===== src/include/aocr_pkg.sv =====
// Purpose: shared constants for the converter output configuration bank
// Assumes: 8-bit register port, four data channels
// Notes:   offsets are byte addresses on the serial control port
`default_nettype none

package aocr_pkg;

  // ****************************************
  // geometry
  // ****************************************
  localparam int NUM_CH    = 4;
  localparam int DATA_W    = 8;
  localparam int REG_W     = 8;
  localparam int DEG_W     = 10;

  // ****************************************
  // register offsets
  // ****************************************
  localparam logic [7:0] ADDR_DRV_FORMAT  = 8'h14;
  localparam logic [7:0] ADDR_DRV_TERM    = 8'h15;
  localparam logic [7:0] ADDR_CLK_PHASE   = 8'h16;
  localparam logic [7:0] ADDR_PATT1_LOW   = 8'h19;
  localparam logic [7:0] ADDR_PATT1_HIGH  = 8'h1a;
  localparam logic [7:0] ADDR_XFER        = 8'hff;

  // ****************************************
  // field positions and masks
  // ****************************************
  localparam int LOW_POWER_BIT = 6;
  localparam int INVERT_BIT    = 2;
  localparam int FMT_LSB       = 0;
  localparam int TERM_LSB      = 4;
  localparam int PHASE_LSB     = 0;
  localparam int XFER_BIT      = 0;
  localparam logic [7:0] FORMAT_MASK = 8'h47;
  localparam logic [7:0] TERM_MASK   = 8'h30;

  // ****************************************
  // reset values and codes
  // ****************************************
  localparam logic [7:0] FORMAT_RST  = 8'h00;
  localparam logic [7:0] TERM_RST    = 8'h00;
  localparam logic [7:0] PATT_RST    = 8'h00;
  localparam logic [3:0] PHASE_RST   = 4'h3;
  localparam logic [3:0] PHASE_MAX   = 4'ha;
  localparam logic [1:0] FMT_OFFSET  = 2'h0;
  localparam logic [1:0] FMT_TWOS    = 2'h1;
  localparam logic [3:0] TEST_USER   = 4'h8;
  localparam logic [DEG_W-1:0] DEG_STEP = 10'h03c;

endpackage : aocr_pkg

`default_nettype wire


===== src/verilog/aocr_output_config.sv =====
// Purpose: output driver configuration bank with master and active copies
// Assumes: serial port logic already decodes address, data and write strobe
// Notes:   all settings act only after a transfer write to the update register
//
// What this block does
// - format register bit 6 picks standard or reduced-swing low-power driver
// - format register bit 2 set inverts output data, clear passes it
// - format bits 1:0 pick offset binary (00) or two's complement (01)
// - termination bits 5:4: 00 none, 01 higher value, 10/11 lower value
// - phase bits 3:0 choose divider phase for output clock, 0000 to 1010
// - each phase code adds sixty degrees, code ten gives six hundred
// - after reset the output clock sits at one hundred eighty degrees
// - phase choice touches only the output clock, never data latching
// - pattern one low byte holds bits 7:0, resets to zero
// - format and termination registers both reset to zero
// - pattern one high byte holds bits 15:8, resets to zero
// - user-input test mode drives pattern bits 7:0, coded by the format bits, instead of samples
// - written values reach active copies only on a software transfer
`default_nettype none

module aocr_output_config
  import aocr_pkg::*;
(
  input  wire logic                     sys_clk,      // 20 MHz sample-domain clock
  input  wire logic                     resetn,       // async reset, active low
  input  wire logic [7:0]               regAddr,      // register offset
  input  wire logic                     regWrEn,      // one-cycle write strobe
  input  wire logic [REG_W-1:0]         regWrData,    // write data
  input  wire logic                     regRdEn,      // one-cycle read strobe
  output logic      [REG_W-1:0]         regRdData,    // read data, one cycle later
  input  wire logic [NUM_CH-1:0]        chanSelect,   // channels taking writes
  input  wire logic [3:0]               testModeSel,  // output test mode code
  input  wire logic [NUM_CH*DATA_W-1:0] sampleIn,     // converted words per channel
  output logic      [NUM_CH*DATA_W-1:0] dataOut,      // coded words per channel
  output logic      [NUM_CH-1:0]        drvLowPower,  // reduced-swing driver select
  output logic      [NUM_CH*2-1:0]      termCode,     // termination code per channel
  output logic      [3:0]               clkPhaseSel,  // output clock divider phase
  output logic      [DEG_W-1:0]         clkPhaseDeg   // output clock offset, degrees
);

  // ****************************************
  // state
  // ****************************************
  logic [NUM_CH-1:0][REG_W-1:0] fmtMst_reg, fmtMst_next;
  logic [NUM_CH-1:0][REG_W-1:0] termMst_reg, termMst_next;
  logic [NUM_CH-1:0][REG_W-1:0] fmtAct_reg, fmtAct_next;
  logic [NUM_CH-1:0][REG_W-1:0] termAct_reg, termAct_next;
  logic [3:0]                   phaseMst_reg, phaseMst_next;
  logic [3:0]                   phaseAct_reg, phaseAct_next;
  logic [REG_W-1:0]             pattLoMst_reg, pattLoMst_next;
  logic [REG_W-1:0]             pattHiMst_reg, pattHiMst_next;
  logic [2*REG_W-1:0]           pattAct_reg, pattAct_next;
  logic [REG_W-1:0]             rdData_reg, rdData_next;
  logic [NUM_CH*DATA_W-1:0]     dataOut_reg, dataOut_next;
  logic                         xferPulse;
  logic [1:0]                   readCh;

  // ****************************************
  // write decode and master copies
  // ****************************************
  // a transfer is a write of one to the update bit; it never stores anything
  assign xferPulse = regWrEn && (regAddr == ADDR_XFER) && regWrData[XFER_BIT];

  // per-channel masters only change for channels selected at write time
  always_comb
  begin
    fmtMst_next    = fmtMst_reg;
    termMst_next   = termMst_reg;
    phaseMst_next  = phaseMst_reg;
    pattLoMst_next = pattLoMst_reg;
    pattHiMst_next = pattHiMst_reg;
    for (int c = 0; c < NUM_CH; c++)
    begin
      if (regWrEn && chanSelect[c] && (regAddr == ADDR_DRV_FORMAT))
      begin
        fmtMst_next[c] = regWrData & FORMAT_MASK;
      end
      else if (regWrEn && chanSelect[c] && (regAddr == ADDR_DRV_TERM))
      begin
        termMst_next[c] = regWrData & TERM_MASK;
      end
    end
    // out-of-range phase codes are dropped so the clock never leaves 0..600 deg
    if (regWrEn && (regAddr == ADDR_CLK_PHASE) &&
        (regWrData[PHASE_LSB +: 4] <= PHASE_MAX))
    begin
      phaseMst_next = regWrData[PHASE_LSB +: 4];
    end
    if (regWrEn && (regAddr == ADDR_PATT1_LOW))
    begin
      pattLoMst_next = regWrData;
    end
    if (regWrEn && (regAddr == ADDR_PATT1_HIGH))
    begin
      pattHiMst_next = regWrData;
    end
  end

  // ****************************************
  // active copies
  // ****************************************
  // everything moves together; dataOut takes the new setup one cycle after the other outputs
  always_comb
  begin
    fmtAct_next   = fmtAct_reg;
    termAct_next  = termAct_reg;
    phaseAct_next = phaseAct_reg;
    pattAct_next  = pattAct_reg;
    if (xferPulse)
    begin
      fmtAct_next   = fmtMst_reg;
      termAct_next  = termMst_reg;
      phaseAct_next = phaseMst_reg;
      pattAct_next  = {pattHiMst_reg, pattLoMst_reg};
    end
  end

  // ****************************************
  // read back
  // ****************************************
  // per-channel registers read from the lowest selected channel
  always_comb
  begin
    readCh = 2'h0;
    for (int c = NUM_CH - 1; c >= 0; c--)
    begin
      if (chanSelect[c])
      begin
        readCh = c[1:0];
      end
    end
  end

  always_comb
  begin
    rdData_next = rdData_reg;
    if (regRdEn)
    begin
      if (regAddr == ADDR_DRV_FORMAT)
      begin
        rdData_next = fmtMst_reg[readCh];
      end
      else if (regAddr == ADDR_DRV_TERM)
      begin
        rdData_next = termMst_reg[readCh];
      end
      else if (regAddr == ADDR_CLK_PHASE)
      begin
        rdData_next = {4'h0, phaseMst_reg};
      end
      else if (regAddr == ADDR_PATT1_LOW)
      begin
        rdData_next = pattLoMst_reg;
      end
      else if (regAddr == ADDR_PATT1_HIGH)
      begin
        rdData_next = pattHiMst_reg;
      end
      else
      begin
        rdData_next = 8'h00;                        // unmapped and update read zero
      end
    end
  end

  // ****************************************
  // data path per channel
  // ****************************************
  // the phase setting is not used here, so data timing stays fixed
  generate
    for (genvar g = 0; g < NUM_CH; g++)
    begin : gen_ch
      logic [DATA_W-1:0] word;
      always_comb
      begin
        word = sampleIn[g*DATA_W +: DATA_W];
        if (testModeSel == TEST_USER)
        begin
          word = pattAct_reg[DATA_W-1:0];
        end
        if (fmtAct_reg[g][FMT_LSB +: 2] == FMT_TWOS)
        begin
          word[DATA_W-1] = ~word[DATA_W-1];
        end
        if (fmtAct_reg[g][INVERT_BIT])
        begin
          word = ~word;
        end
      end
      // one continuous driver per slice, so no two processes share dataOut_next
      assign dataOut_next[g*DATA_W +: DATA_W] = word;
      assign drvLowPower[g]      = fmtAct_reg[g][LOW_POWER_BIT];
      assign termCode[g*2 +: 2]  = termAct_reg[g][TERM_LSB +: 2];

    end
  endgenerate

  // ****************************************
  // clock phase outputs
  // ****************************************
  assign clkPhaseSel = phaseAct_reg;
  assign clkPhaseDeg = DEG_STEP * DEG_W'(phaseAct_reg);
  assign dataOut     = dataOut_reg;
  assign regRdData   = rdData_reg;

  // ****************************************
  // registers
  // ****************************************
  // pattern and format masters clear so a first transfer is harmless
  always_ff @(posedge sys_clk or negedge resetn)
  begin
    if (!resetn)
    begin
      for (int c = 0; c < NUM_CH; c++)
      begin
        fmtMst_reg[c]  <= FORMAT_RST;
        termMst_reg[c] <= TERM_RST;
        fmtAct_reg[c]  <= FORMAT_RST;
        termAct_reg[c] <= TERM_RST;
      end
      phaseMst_reg  <= PHASE_RST;
      phaseAct_reg  <= PHASE_RST;
      pattLoMst_reg <= PATT_RST;
      pattHiMst_reg <= PATT_RST;
      pattAct_reg   <= {PATT_RST, PATT_RST};
      rdData_reg    <= 8'h00;
      dataOut_reg   <= '0;
    end
    else
    begin
      fmtMst_reg    <= fmtMst_next;
      termMst_reg   <= termMst_next;
      fmtAct_reg    <= fmtAct_next;
      termAct_reg   <= termAct_next;
      phaseMst_reg  <= phaseMst_next;
      phaseAct_reg  <= phaseAct_next;
      pattLoMst_reg <= pattLoMst_next;
      pattHiMst_reg <= pattHiMst_next;
      pattAct_reg   <= pattAct_next;
      rdData_reg    <= rdData_next;
      dataOut_reg   <= dataOut_next;
    end
  end
endmodule : aocr_output_config

`default_nettype wire


===== config.mk =====
export PLATFORM = sky130hd
export DESIGN_NAME = aocr_output_config
export DESIGN_NICKNAME = d
export VERILOG_FILES = /design/src/include/aocr_pkg.sv /design/src/verilog/aocr_output_config.sv
export SDC_FILE = /design/constraint.sdc
export NUM_CORES = 1
export LEC_CHECK = 0
export BUFFER_PORTS_ARGS = -buffer_cell sky130_fd_sc_hd__buf_4
export CAP_MARGIN = 20
export CELL_PAD_IN_SITES_DETAIL_PLACEMENT = 0
export CELL_PAD_IN_SITES_GLOBAL_PLACEMENT = 1
export CORE_MARGIN = 5
export CORE_UTILIZATION = 43
export DETAILED_ROUTE_END_ITERATION = 7
export PLACE_DENSITY = 0.9
export SLEW_MARGIN = 15
export SYNTH_ARGS = -nofsm -noshare
export SYNTH_HDL_FRONTEND = slang
export SYNTH_SLANG_ARGS = --single-unit

===== constraint.sdc =====
create_clock -name sys_clk -period 3.8 [get_ports sys_clk]
set_clock_uncertainty 0.05 [all_clocks]
set_input_delay 0.19 -clock sys_clk [delete_from_list [all_inputs] [get_ports sys_clk]]
set_output_delay 0.19 -clock sys_clk [all_outputs]
set_load 0.05 [all_outputs]

==> results of run 1 <==
-- critical path, delay by kind of cell, from the launching register on --
kind                       cells  cell delay, ns
DFF                            1            0.59
buffers and inverters          1            0.20
and+or+nand+nor                2            0.55
AOI/OAI and AO/OA              2            0.39
adders and majority gates      3            1.32
-- stage by stage --
step                      std cells  setup slack (ns)  area, um2  hold slack, ns  power, mW
after floorplan                 473             0.292       5720          -0.156       1.62
after global placement          744             0.588       6740           0.209       1.79
after detailed placement        744             0.448       6740           0.221       1.80
after CTS                       780           0.00444       7320         0.00279       3.23
after global routing            781            0.0112       7330          0.0172       3.33
final                           781            0.0982       7330          0.0200       3.20
-- what timing repair did --
item	4_1_cts	5_1_grt
hold endpoints to repair	52	0
setup buffers	0	0
setup endpoints to repair	0	1
resized for setup	0	1
hold buffers	5	0
-- layer usage --
layer  up-vias  global-route usage  routed length (um)
met5         -                   0                   0
met4         0              0.0568                 175
li1       1920                   -                   -
met3        19              0.0640                1170
met1      2059               0.236                5910
met2       173               0.289                6700
-- synth_stat cells, types with 3 or more instances --
| cell | instances |
|---|---|
| nor3b_1 | 6 |
| and4_1 | 3 |
| a22o_1 | 3 |
| o21a_1 | 3 |
| nand2b_1 | 6 |
| dfstp_2 | 4 |
| nor2b_1 | 9 |
| o211ai_1 | 5 |
| fa_1 | 4 |
| buf_1 | 5 |
| nor2_1 | 6 |
| nand4_1 | 7 |
| nand2_1 | 15 |
| ha_1 | 11 |
| dfrtp_1 | 116 |
| xor2_1 | 3 |
| buf_2 | 5 |
| inv_1 | 10 |
| nor3_1 | 4 |
| xnor2_1 | 36 |
| a21oi_1 | 52 |
| o21ai_0 | 12 |
| buf_4 | 8 |
| and3_1 | 3 |
| o31ai_1 | 7 |
| and2_1 | 10 |
| o2111ai_1 | 3 |
| mux2_2 | 74 |
| clkbuf_1 | 13 |
-- how the worst max path moves through the flow --
stage,from,to,slack (ns),cells past startpoint
2_1_floorplan,clkPhaseSel[2],clkPhaseDeg[7],0.29,6
3_3_place_gp,clkPhaseSel[1],clkPhaseDeg[9],0.59,8
3_5_place_dp,clkPhaseSel[1],clkPhaseDeg[9],0.45,8
4_1_cts,clkPhaseSel[1],clkPhaseDeg[9],0.004,8
5_1_grt,clkPhaseSel[1],clkPhaseDeg[9],0.01,8
6_report,clkPhaseSel[1],clkPhaseDeg[9],0.1,8
-- power by group through the flow --
stage / sequential [mW] / combinational [mW] / clock (mW)
2_1_floorplan: 1.45 / 0.174 / 0
5_1_grt: 1.35 / 0.462 / 1.51
6_report: 1.35 / 0.433 / 1.42
4_1_cts: 1.35 / 0.435 / 1.45
3_5_place_dp: 1.37 / 0.430 / 0
3_3_place_gp: 1.37 / 0.419 / 0
-- logic make-up (layout without fill, tap and decap cells) --
logic type,after synthesis,in the layout,synth area share
AOI/OAI and AO/OA,98,98,0.103
xor gates and xnor gates,39,39,0.0597
adders and majority gates,15,15,0.0381
buffers and inverters,42,174,0.0352
DFF,120,120,0.526
muxes,74,74,0.146
other,1,2,0.000656
and+or+nand+nor,83,83,0.0917
-- area by class of cell --
type	count	area, um2
Clock buffer	22	484
Clock inverter	9	50.0
Fill cell	1115	5810
Inverter	10	37.5
Multi-Input combinational cell	311	2520
Sequential cell	120	3010
Tap cell	176	220
Timing Repair Buffer	133	1010
==> metrics.yaml, run 1 <==
outcome: "complete, no violations"
whs_endpoint: "dataOut[24]"
drc: 0
yosys_warnings: 0
core_area_um2: 13100
power_frac_comb: 0.135
hold_violations: 0
crit_path_frequent_cell: "fa_1"
routed_wl_um: 14000
dpl.hpwl_um: 10300
r2r_slack_ns: 2.42
grt_pass1_vias: 4414
synthDistinctLibCells: 52
die_area_um2: 15700
syn_area_um2: 5720
netlist.area_leader.share: 0.508
largest_reg_flops: 32
criticalPathCategory: "flop to output pin"
dr.pass1.iters: 4
drtAntennaViolNets: 0
cts_root_buf: "clkbuf_16"
fp-row-count: 42
area_growth_pct: 28.2
clock_path_buffers: 2
cap_viol_max_count: 0
setup_viol: 0
yosys-top-cells-area: "dfrtp_1, mux2_2, xnor2_1"
clkLatencyLatePin_ns: 0.41
yosysTopAreaCell: "dfrtp_1"
cts_tree: "done"
maxSlewViolCount: 0
layout_common_cells: "buf_4, dfrtp_1, mux2_2, a21oi_1, xnor2_1"
cp-start-kind: "flop"
power.density_nw_per_um2: 437
switchingPower_mw: 0.838
grt_pass1_wl_um: 22800
worst_slew_pin_slew_ns: 1.14
hold_class: "input port to flop"
io_pins: 126
reg2reg_to: "regRdData[5]"
drive_above_1_share: 0.403
slowest_delay_ns: 0.59
fin_nets: 668
die_w_um: 125
avgSynthCellArea_um2: 12.1
portBuffers: 123
async_reset_ff_frac: 1.00
diodes: 0
swShare: 0.262
synthCells: 472
relSlewSlack: 0.228
tns_ns: 0
routedWlPerCell_um: 17.9
via_per_inst: 5.34
antenna_found_initial: 0
end_kind: "output pin"
grt_use_total: 0.182
clock_sinks: 120
worstPathCellList: "fa_1 > fa_1 > ha_1 > a21o_1 > a21oi_2 > nor3_1 > or3b_2 > buf_4"
reg2reg_depth: 4
htreeDepth: 4
rsz0062_at_grt: "false"
fin_crit_sh: 0.974
synth-edff-count: 0
grt_max_degree: 54
drt_iter0_drc: 331
worstPathRequired_ns: 3.56
p_int_mw: 2.37
gp_congestion: 0.846
die_h_um: 125
num_vias: 4171
grt-ovfl-total: 0
max_clock_freq_mhz: 270
final_common_cell: "buf_4"
synth_ff_type: "dfrtp_1"
clk_pin_slew_ns: 0.05
worstPathArrival_ns: 3.46
min_from: "sampleIn[24]"
critical_path.max_fanout: 6
seq_area_frac_synth: 0.526
irDropWorstVdd_mv: 0.272
rr_startpoint: "termMst_reg[29]"
numCtsBuffers: 17
seq_power_share: 0.421
p_leak_nw: 3.47
ys_seq_elements: 120
crit_slowest_cell: "dfstp_2"
layout_min_cycle_time_ns: 3.70
final_core_util: 0.558
hold_depth: 3
start_util: 0.435
power.share.clock: 0.444
No activity file was read; power rests on OpenSTA's default activity.
==> inputs of run 2 (changes only) <==
HOLD_SLACK_MARGIN = 0.12   (was not set)
==> metrics.yaml, run 2 (same netlist as run 1, synthesis figures left out) <==
met3_usage: 0.0640  # unchanged
crit_path_end: "clkPhaseDeg[9]"
largest_reg_flops: 32  # unchanged
hold_violations: 0  # unchanged
routed_wl_um: 14900  # +6.7%
worstPathArrival_ns: 3.46  # about the same
clock_path_buffers: 2  # unchanged
grt_pass1_wl_um: 24400  # +7.0%
cp-start-kind: "flop"
grt_pass1_vias: 4676  # +5.9%
outcome: "complete, no violations"
rr_startpoint: "termMst_reg[29]"
grt-ovfl-total: 0  # unchanged
start_util: 0.435  # unchanged
crit_start: "clkPhaseSel[1]"
reg2reg_depth: 4  # unchanged
reg2reg_to: "regRdData[5]"
power.density_nw_per_um2: 420  # -3.8%
postLayoutCellArea_um2: 7710  # +5.3%
cap_viol_max_count: 0  # unchanged
die_w_um: 125  # unchanged
maxSlewViolCount: 0  # unchanged
via_per_inst: 5.27  # -1.3%
io_pins: 126  # unchanged
placed_area_um2: 6740  # unchanged
tns_ns: 0  # unchanged
cts_root_buf: "clkbuf_16"
routedWlPerCell_um: 18.2  # +1.7%
clk_pin_slew_ns: 0.05  # about the same
portBuffers: 123  # unchanged
cts_tree: "done"
grtUsageMet1: 0.249  # +0.0133
dr.pass1.iters: 4  # unchanged
gp_congestion: 0.846  # unchanged
diodes: 0  # unchanged
numCtsBuffers: 17  # unchanged
end_kind: "output pin"
die_area_um2: 15700  # unchanged
dp_slack_ns: 0.448  # unchanged
p_leak_nw: 3.64  # +4.7%
layout_min_cycle_time_ns: 3.70  # -0.00129 ns
max_clock_freq_mhz: 270  # about the same
dpl.hpwl_um: 10300  # unchanged
htreeDepth: 4  # unchanged
critical_path.max_fanout: 6  # unchanged
worst_slew_pin_slew_ns: 1.13  # -0.00795 ns
fin_crit_sh: 0.974  # about the same
fin_nets: 706  # +5.7%
setup_viol: 0  # unchanged
irDropWorstVdd_mv: 0.272  # -0.21%
num_vias: 4315  # +3.5%
antenna_found_initial: 0  # unchanged
top_usage_layer: "met2"
drtAntennaViolNets: 0  # unchanged
drt_iter0_drc: 317  # -4.2%
die_h_um: 125  # unchanged
final_common_cell: "buf_4"
criticalPathCategory: "flop to output pin"
layout_common_cells: "buf_4, dfrtp_1, mux2_2, a21oi_1, dlygate4sd3_1"
rsz0062_at_grt: "false"
fin_total_pwr_mw: 3.24  # +1.2%
cts_setup_buffers: 0  # unchanged
setup_ws_ns: 0.0995  # +0.00129 ns
drc: 0  # unchanged
worstPathRequired_ns: 3.56  # about the same
grt.met2_usage: 0.315  # +0.0256
clock_sinks: 120  # unchanged
clkLatencyLatePin_ns: 0.41  # about the same
relSlewSlack: 0.234  # +0.00537
core_area_um2: 13100  # unchanged
r2r_slack_ns: 2.39  # -0.03 ns
fp-row-count: 42  # unchanged
drive_above_1_share: 0.378  # -0.0254
area_growth_pct: 34.9
hold_class: "input port to flop"
grt_use_total: 0.195  # +0.0127
grt_max_degree: 54  # unchanged
run 2: metal layers:
| layer | up-vias | part of all wire |
|---|---|---|
| li1 | 1995 | - |
| met1 | 2133 | 0.42 |
| met2 | 164 | 0.49 |
| met3 | 23 | 0.071 |
| met4 | 0 | 0.016 |
| met5 | - | 0 |
run 2: metrics by stage:
| step | util | hold slack (ns) | instances |
|---|---|---|---|
| 6_report | 0.587 | 0.148 | 819 |
| 3_3_place_gp | 0.513 | 0.209 | 744 |
| 4_1_cts | 0.587 | 0.131 | 819 |
| 3_5_place_dp | 0.513 | 0.221 | 744 |
| 5_1_grt | 0.587 | 0.162 | 819 |
| 2_1_floorplan | - | -0.156 | 473 |
run 2: power breakdown:
part	switching, mW	internal, mW	leakage, nW
sequential	0.0269	1.32	1.58
combinational	0.287	0.182	1.79
clock	0.538	0.887	0.267
run 2: final cells by class:
class	count	area (um2)
Fill cell	1054	5420
Sequential cell	120	3010
Clock buffer	22	484
Clock inverter	9	50.0
Timing Repair Buffer	171	1390
Inverter	10	37.5
Tap cell	176	220
Multi-Input combinational cell	311	2520
run 2: how the worst min path moves through the flow:
stage	start	endpoint	depth (start not counted)	slack (ns)
final	chanSelect[3]	termMst_reg[28]	3	0.15
after global routing	chanSelect[3]	termMst_reg[28]	3	0.16
after CTS	chanSelect[3]	termMst_reg[28]	3	0.13
after detailed placement	resetn	dataOut[0]	1	0.22
after global placement	resetn	dataOut[0]	1	0.21
after floorplan	resetn	clkPhaseSel[2]	0	-0.16
run 2: timing repair:
item                                   in CTS  in global routing
gates resized for setup                     0                  1
setup endpoints to repair                   0                  1
hold buffers                               44                  0
endpoints found under the hold margin     129                  0
run 2: critical path, stage by stage, from the launching register on:
cell and delay (ns):
dfstp_2 0.59, fa_1 0.46, fa_1 0.54, ha_1 0.33
a21o_1 0.17, a21oi_2 0.21, nor3_1 0.10, or3b_2 0.45
buf_4 0.20
